File: config.mk
export PLATFORM = sky130hd
export DESIGN_NAME = rcd_drive_ctrl
export DESIGN_NICKNAME = d
export VERILOG_FILES = /design/src/inc/rcd_drive_pkg.sv /design/src/rtl/rcd_drive_ctrl.sv /design/src/rtl/pin_sync.sv /design/src/rtl/power_down_ctrl.sv
export VERILOG_INCLUDE_DIRS = /design/src /design/src/inc
export SDC_FILE = /design/constraint.sdc
export NUM_CORES = 1
export LEC_CHECK = 0
export ABC_AREA = 0
export ABC_CLOCK_PERIOD_IN_PS = 2200
export BUFFER_PORTS_ARGS = -buffer_cell sky130_fd_sc_hd__buf_2
export CORE_ASPECT_RATIO = 1.4
export CORE_MARGIN = 3
export CORE_UTILIZATION = 50
export CTS_BUF_LIST = sky130_fd_sc_hd__clkbuf_8
export CTS_CLUSTER_DIAMETER = 40
export DETAILED_ROUTE_END_ITERATION = 8
export PLACE_DENSITY = 0.86
export REMOVE_ABC_BUFFERS = 1
export SKIP_LAST_GASP = 1
export SLEW_MARGIN = 25
export SYNTH_ARGS = -nofsm -noshare
export SYNTH_HDL_FRONTEND = slang
export SYNTH_SLANG_ARGS = --single-unit
File: constraint.sdc
create_clock -name sys_clk -period 2.2 [get_ports sys_clk]
set_clock_uncertainty 0.15 [all_clocks]
set_input_delay 0.22 -clock sys_clk [delete_from_list [all_inputs] [get_ports sys_clk]]
set_output_delay 0.22 -clock sys_clk [all_outputs]
set_load 0.02 [all_outputs]
File: src/inc/rcd_drive_params.svh
// Offsets, field positions, reset values, codes and widths of the drive and termination control block
`ifndef RCD_DRIVE_PARAMS_SVH
`define RCD_DRIVE_PARAMS_SVH

// ----------------------------------------
// Register offsets
// ----------------------------------------
`define OFS_CA_DRIVE 12'h000
`define OFS_CTRL_DRIVE 12'h004
`define OFS_CLK_DRIVE 12'h008
`define OFS_EXTRA_TERM 12'h00c
`define OFS_POWER_SAVE 12'h010
`define OFS_HOST_CONFIG 12'h014
`define OFS_STATUS 12'h018

// ----------------------------------------
// Field positions and reset values
// ----------------------------------------
`define WORD_RESET 4'h0
`define CFG_RESET 2'h0
`define CFG_FLOAT_BIT 0
`define CFG_TERM150_BIT 1
`define TERM_MIRROR_KEEP_BIT 3
`define PWR_WEAK_BIT 0
`define PWR_PD_MODE_BIT 2
`define PWR_PD_ENABLE_BIT 3
`define TERM_CODE_KEEP 3'h0
`define TERM_CODE_200 3'h2
`define TERM_CODE_300 3'h4
`define TERM_CODE_OFF 3'h7
`define DRIVE_CODE_LIGHT 2'h0
`define DRIVE_CODE_MODERATE 2'h1
`define DRIVE_CODE_STRONG 2'h2
`define SYNC_WIDTH 9

`endif

File: src/inc/rcd_drive_pkg.sv
// Types shared by the drive and termination control block
`default_nettype none
package rcd_drive_pkg;

  typedef enum logic [1:0] {drive_light, drive_moderate, drive_strong} drive_t;

  typedef enum logic [2:0] {term_100, term_150, term_200, term_300, term_off} term_value_t;

  typedef struct packed {
    drive_t ca_a;
    drive_t ca_b;
    drive_t ctrl_a;
    drive_t ctrl_b;
    drive_t clk_13;
    drive_t clk_02;
  } drive_set_t;

  typedef struct packed {
    logic general_on;
    logic cs_odt_on;
    term_value_t value;
  } term_state_t;

  typedef struct packed {
    logic mirror;
    logic [3:0] cs_n;
    logic cke0;
    logic cke1;
    logic [1:0] odt;
  } pin_set_t;

endpackage : rcd_drive_pkg
`default_nettype wire

File: src/rtl/rcd_drive_ctrl.sv
// Drive strength, input termination and power saving control words behind APB
//
// Decided for this implementation: the APB interface to the registers and the address map.
`timescale 1ns/1ps
`default_nettype none
`include "rcd_drive_params.svh"
module rcd_drive_ctrl
  import rcd_drive_pkg::*;
(
  // Clock and reset
  input wire logic sys_clk,
  input wire logic rst_n,
  // APB slave
  input wire logic psel,
  input wire logic penable,
  input wire logic pwrite,
  input wire logic [11:0] paddr,
  input wire logic [31:0] pwdata,
  output logic [31:0] prdata,
  output logic pready,
  output logic pslverr,
  // Device pins
  input wire pin_set_t pins,
  // Decoded settings
  output var drive_set_t drive_set,
  output var term_state_t term_state,
  output logic weak_drive,
  output logic power_down,
  output logic [1:0] odt_outputs
);

  // ----------------------------------------
  // Functions
  // ----------------------------------------

  // Reserved codes leave the previous drive in place rather than guess a strength
  function automatic drive_t decode_drive(input logic [1:0] code, input logic strong_ok, input drive_t prev);
    drive_t res;
    res = prev;
    case (code)
      `DRIVE_CODE_LIGHT: res = drive_light;
      `DRIVE_CODE_MODERATE: res = drive_moderate;
      `DRIVE_CODE_STRONG: res = strong_ok ? drive_strong : prev;
      default: res = prev;
    endcase
    return res;
  endfunction : decode_drive

  // Reserved termination codes fall to off, the safe side for the bus
  function automatic term_value_t decode_term(input logic [2:0] code, input logic sel150);
    term_value_t res;
    res = term_off;
    case (code)
      `TERM_CODE_KEEP: res = sel150 ? term_150 : term_100;
      `TERM_CODE_200: res = term_200;
      `TERM_CODE_300: res = term_300;
      default: res = term_off;
    endcase
    return res;
  endfunction : decode_term

  function automatic logic is_addr(input logic [11:0] addr, input logic [11:0] ofs);
    return addr == ofs;
  endfunction : is_addr

  // ----------------------------------------
  // Pin synchronisation and bus strobes
  // ----------------------------------------

  pin_set_t pins_s;
  logic [3:0] ca_word;
  logic [3:0] ctrl_word;
  logic [3:0] clk_word;
  logic [3:0] term_word;
  logic [3:0] power_word;
  logic [1:0] host_cfg;
  logic in_pd;
  logic access;
  logic commit_wr;
  logic mapped;
  logic [31:0] next_rdata;

  pin_sync u_pin_sync (
    .sys_clk(sys_clk),
    .rst_n(rst_n),
    .pins_async(pins),
    .pins_sync(pins_s)
  );

  assign access = psel && penable;
  assign commit_wr = access && pready && pwrite;
  assign mapped = paddr <= `OFS_STATUS && paddr[1:0] == 2'h0;

  // ----------------------------------------
  // APB handshake
  // ----------------------------------------

  // One wait state keeps pready, prdata and pslverr all registered
  always_ff @(posedge sys_clk or negedge rst_n) begin
    if (!rst_n) begin
      pready <= 1'b0;
      pslverr <= 1'b0;
    end else begin
      pready <= access && !pready;
      pslverr <= access && !pready && !mapped;
    end
  end

  // Drive, termination and power words are write-only; their reads return zero
  always_comb begin
    next_rdata = 32'h0000_0000;
    if (is_addr(paddr, `OFS_HOST_CONFIG)) begin
      next_rdata[1:0] = host_cfg;
    end else if (is_addr(paddr, `OFS_STATUS)) begin
      next_rdata[0] = power_down;
      next_rdata[1] = weak_drive;
      next_rdata[2] = term_state.general_on;
      next_rdata[3] = term_state.cs_odt_on;
      next_rdata[6:4] = term_state.value;
      next_rdata[7] = pins_s.mirror;
      next_rdata[9:8] = odt_outputs;
    end
  end

  always_ff @(posedge sys_clk or negedge rst_n) begin
    if (!rst_n) begin
      prdata <= 32'h0000_0000;
    end else if (access && !pready) begin
      prdata <= pwrite ? 32'h0000_0000 : next_rdata;
    end
  end

  // ----------------------------------------
  // Control words
  // ----------------------------------------

  // Drive words hold until rewritten
  always_ff @(posedge sys_clk or negedge rst_n) begin
    if (!rst_n) begin
      ca_word <= `WORD_RESET;
      ctrl_word <= `WORD_RESET;
      clk_word <= `WORD_RESET;
    end else if (commit_wr) begin
      if (is_addr(paddr, `OFS_CA_DRIVE)) begin
        ca_word <= pwdata[3:0];
      end
      if (is_addr(paddr, `OFS_CTRL_DRIVE)) begin
        ctrl_word <= pwdata[3:0];
      end
      if (is_addr(paddr, `OFS_CLK_DRIVE)) begin
        clk_word <= pwdata[3:0];
      end
    end
  end

  // Termination and power words
  always_ff @(posedge sys_clk or negedge rst_n) begin
    if (!rst_n) begin
      term_word <= `WORD_RESET;
      power_word <= `WORD_RESET;
    end else if (commit_wr) begin
      if (is_addr(paddr, `OFS_EXTRA_TERM)) begin
        term_word <= pwdata[3:0];
      end
      if (is_addr(paddr, `OFS_POWER_SAVE)) begin
        power_word <= pwdata[3:0];
      end
    end
  end

  // Global float and timing-word termination choice, mirrored here as inputs to the decode
  always_ff @(posedge sys_clk or negedge rst_n) begin
    if (!rst_n) begin
      host_cfg <= `CFG_RESET;
    end else if (commit_wr && is_addr(paddr, `OFS_HOST_CONFIG)) begin
      host_cfg <= pwdata[1:0];
    end
  end

  // ----------------------------------------
  // Drive strength outputs
  // ----------------------------------------

  // Three groups, each with its own word and two halves
  always_ff @(posedge sys_clk or negedge rst_n) begin
    if (!rst_n) begin
      drive_set <= drive_set_t'({drive_light, drive_light, drive_light, drive_light, drive_light, drive_light});
    end else begin
      drive_set.ca_a <= decode_drive(ca_word[1:0], 1'b1, drive_set.ca_a);
      drive_set.ca_b <= decode_drive(ca_word[3:2], 1'b1, drive_set.ca_b);
      drive_set.ctrl_a <= decode_drive(ctrl_word[1:0], 1'b0, drive_set.ctrl_a);
      drive_set.ctrl_b <= decode_drive(ctrl_word[3:2], 1'b0, drive_set.ctrl_b);
      drive_set.clk_13 <= decode_drive(clk_word[1:0], 1'b1, drive_set.clk_13);
      drive_set.clk_02 <= decode_drive(clk_word[3:2], 1'b1, drive_set.clk_02);
    end
  end

  // ----------------------------------------
  // Input termination
  // ----------------------------------------

  logic term_any_bit;
  logic term_off_code;
  logic pd_term_off;
  logic mirror_kill;
  logic next_general_on;
  logic next_cs_odt_on;

  assign term_any_bit = |term_word[2:0];
  assign term_off_code = term_word[2:0] == `TERM_CODE_OFF;
  assign pd_term_off = in_pd && power_word[`PWR_PD_MODE_BIT];
  // Back-side register: keep bit spares it only while the low code bits are clear
  assign mirror_kill = pins_s.mirror && (!term_word[`TERM_MIRROR_KEEP_BIT] || term_any_bit);
  assign next_general_on = !term_off_code && !pd_term_off && !mirror_kill;
  // Any set code bit on a back-side register drops every input, chip selects included
  assign next_cs_odt_on = !term_off_code && !pd_term_off && !(pins_s.mirror && term_any_bit);

  always_ff @(posedge sys_clk or negedge rst_n) begin
    if (!rst_n) begin
      term_state <= term_state_t'({1'b1, 1'b1, term_100});
    end else begin
      term_state.general_on <= next_general_on;
      term_state.cs_odt_on <= next_cs_odt_on;
      term_state.value <= decode_term(term_word[2:0], host_cfg[`CFG_TERM150_BIT]);
    end
  end

  // ----------------------------------------
  // Power saving
  // ----------------------------------------

  power_down_ctrl u_power_down_ctrl (
    .sys_clk(sys_clk),
    .rst_n(rst_n),
    .pd_enable(power_word[`PWR_PD_ENABLE_BIT]),
    .cke0(pins_s.cke0),
    .cke1(pins_s.cke1),
    .in_power_down(in_pd)
  );

  // Weak drive is only a variant of float, so it needs float set as well
  always_ff @(posedge sys_clk or negedge rst_n) begin
    if (!rst_n) begin
      weak_drive <= 1'b0;
      power_down <= 1'b0;
    end else begin
      weak_drive <= power_word[`PWR_WEAK_BIT] && host_cfg[`CFG_FLOAT_BIT] && (&pins_s.cs_n);
      power_down <= in_pd;
    end
  end

  // ODT passes through unless the power-down mode holds it low
  always_ff @(posedge sys_clk or negedge rst_n) begin
    if (!rst_n) begin
      odt_outputs <= 2'h0;
    end else begin
      odt_outputs <= pd_term_off ? 2'h0 : pins_s.odt;
    end
  end
endmodule : rcd_drive_ctrl
`default_nettype wire

File: src/rtl/pin_sync.sv
// Two-stage synchroniser for the device pins
`timescale 1ns/1ps
`default_nettype none
module pin_sync
  import rcd_drive_pkg::*;
(
  // Clock and reset
  input wire logic sys_clk,
  input wire logic rst_n,
  // Pins in and synchronised out
  input wire pin_set_t pins_async,
  output var pin_set_t pins_sync
);

  pin_set_t stage1;

  // Chip selects idle high so that reset does not look like a selected state
  always_ff @(posedge sys_clk or negedge rst_n) begin
    if (!rst_n) begin
      stage1 <= pin_set_t'({1'b0, 4'hf, 1'b1, 1'b1, 2'h0});
      pins_sync <= pin_set_t'({1'b0, 4'hf, 1'b1, 1'b1, 2'h0});
    end else begin
      stage1 <= pins_async;
      pins_sync <= stage1;
    end
  end

endmodule : pin_sync
`default_nettype wire

File: src/rtl/power_down_ctrl.sv
// CKE power-down entry and exit tracking
`timescale 1ns/1ps
`default_nettype none
module power_down_ctrl (
  // Clock and reset
  input wire logic sys_clk,
  input wire logic rst_n,
  // Setting and synchronised clock enables
  input wire logic pd_enable,
  input wire logic cke0,
  input wire logic cke1,
  // State
  output logic in_power_down
);

  // Both clock enables must be low; a disabled feature never enters
  always_ff @(posedge sys_clk or negedge rst_n) begin
    if (!rst_n) begin
      in_power_down <= 1'b0;
    end else begin
      in_power_down <= pd_enable && !cke0 && !cke1;
    end
  end

endmodule : power_down_ctrl
`default_nettype wire

==> reports/metrics.cfg <==
[setup_path]
r2r_end = prdata[0]
crit_path_top_delay_cell = or4bb_1
endpoint_kind = flop
critical-path-max-stage-delay_ps = 530
cp.required_ps = 2300
ff2ff_path_depth = 4
crit_fanout = 10
path_delay_family = simple AND/OR/NAND/NOR gates
startpoint = pready
reg2reg_from = pready
reg2reg_setup_slack_ps = 300
cp-start-kind = flop
critPathCapture = prdata[0]
path_cells = or4bb_1 > nor4_4 > a22oi_1 > o21ai_0
cp_num_cells = 4
path_class = flop to flop
cp_num_buf_inv = 0
arrival_ps = 2000

[yosys]
seq_area_frac_synth_pct = 64.7
synthCells = 197
synth-edff-count = 0
ys_seq_elements = 71
synth_cell_type_count = 34
synth_warnings = 0
syn_area_um2 = 2780
synth.avg_cell_area_um2 = 14.1
synth_flop_cell = dfrtp_1
async_flop_share_pct = 100

[flow_run]
cap_viol_max_count = 0

[final_layout]
multi_input_area_um2 = 827
nFillCells = 400
nNetsFinal = 339
design_area_um2 = 3420
seqCellArea_um2 = 1790
drive_gt1_share_pct = 42.7
syn2layout_area_growth_pct = 23.1
n_antenna_cell = 0
layout_commonest_cell = buf_2
final_cells = 352
mostFrequentLayoutCells = 60 x buf_2, 57 x dfrtp_1, 24 x conb_1

[placement]
place_area_um2 = 3110
dp_cells = 326
gp_congestion = 0.797
dp_hpwl_um = 3600
io_buffers = 60

[die]
dieArea_um2 = 6490
die_w_um = 69.0
coreArea_um2 = 5280
rows = 31
ios = 113
die_y_um = 94.2
start_util_pct = 52.6

[sta]
final-hold-violation-count = 0
tightest_slew_ps = 582
min_period_over_period_pct = 86.4
slew_violations = 0
max-slew-margin-rel_pct = 60.9
fin_tns_setup_ps = 0
max_clock_freq_mhz = 526
rsz0062_at_grt = no
setup_viol = 0
fin_crit_ps = 1900

[min_path]
min_path_type = primary input to flop

[pwr]
leakage_uw = 0.00173
power.density_nw_per_um2 = 744
peakVddDrop_uv = 541

[outcome]
status = completed

[global_routing]
grt_remaining_overflow = 0
antenna_found_initial = 0
grt_pass1_wl_um = 7830
track_usage_pct = 16.7
grt_max_degree = 50
grt_pass1_vias = 1689

[cts]
path_clk_slew_ps = 80
numClockSinks = 71
cts-root-buf = clkbuf_8
clk_latency_ps = 330
post_cts_buffers = 0
htree_levels = 3
cts_tree = done
cts_buffers = 9
cts_buffer_depth = 2

[detailed_routing]
wire_per_inst_um = 13.8
drc = 0
drt_iter0_drc = 104
antenna_left = 0
drt-total-wl_um = 4870
drt-vias-per-instance = 4.91
first_pass_iters = 5
vias = 1730

[layout make-up]
| class | count | area share [%] |
|---|---|---|
| Clock inverter | 6 | 1.98 |
| Inverter | 15 | 1.65 |
| Timing Repair Buffer | 75 | 13.2 |
| Sequential cell | 71 | 52.5 |
| Tap cell | 66 | 2.42 |
| Multi-Input combinational cell | 109 | 24.2 |
| Clock buffer | 10 | 4.03 |
[state kept, by name, summed over array words and instances, names as in the netlist, 4 cells and up]
| signal | flops |
|---|---|
| term_state | 5 |
| term_word | 4 |
| u_pin_sync.stage1 | 9 |
| ctrl_word | 4 |
| prdata | 10 |
| clk_word | 4 |
| drive_set | 10 |
| ca_word | 4 |
| u_pin_sync.pins_sync | 9 |
[kinds of logic after synthesis]
group                  count (synthesis)  share of synthesized area (%)
buffers and inverters                 40                           8.66
AND/OR/NAND/NOR                       33                           9.60
flip-flops                            71                           64.7
multiplexers                          23                           9.33
XOR/XNOR                               1                          0.316
AO/OA/AOI/OAI                         28                           7.30
other                                  1                          0.135
[timing repair]
item                      CTS  global route
hold buffers               10             0
hold endpoints to repair   21             0
gates resized for setup     0             0
[how the worst min path moves through the flow]
stage / from / to / slack (ps) / cells past startpoint
final: pwdata[3] / power_word[3] / 50 / 2
after global routing: pwdata[1] / term_word[1] / 40 / 2
after CTS: pwdata[1] / term_word[1] / 40 / 2
after detailed placement: rst_n / prdata[3] / 70 / 1
after global placement: rst_n / prdata[3] / 50 / 1
after floorplan: rst_n / ca_word[0] / -230 / 0
[metrics by stage]
| step | power, uW | utilization [%] | hold WS (ps) | setup WS, ps |
|---|---|---|---|---|
| 6_report | 2540 | 64.8 | 49.4 | 299 |
| 5_1_grt | 2650 | 64.8 | 35.4 | 202 |
| 4_1_cts | 2570 | 64.8 | 36.0 | 281 |
| 3_5_place_dp | 1510 | 59.0 | 66.1 | 132 |
| 3_3_place_gp | 1500 | 59.0 | 51.3 | 224 |
| 2_1_floorplan | 1430 | - | -226 | 436 |
[Yosys cell counts (3+ instances only)]
cell type,instances,area [um^2]
a21boi_0,9,67.6
a21oi_1,3,15.0
a22o_1,8,70.1
buf_4,24,180
dfrtp_1,57,1430
dfstp_2,14,368
inv_1,15,56.3
mux2_1,3,33.8
mux2_2,20,225
nand2_1,4,15.0
nand4_1,3,18.8
nor2_1,4,15.0
nor4_2,3,37.5
o21ai_0,3,15.0
[report_power, final]
part	total (uW)	internal, uW	switching, uW
registers	1340	1340	7.82
logic	152	46.7	106
clock network	1040	560	485
[per-layer routing]
layer	share of wire, %	up-vias	GRT usage [%]
li1	-	806	-
met1	39	866	20.3
met2	54	54	27.0
met3	6.3	4	4.91
met4	1.0	0	7.32
met5	0	-	0
(Power assumes the default switching activity.)
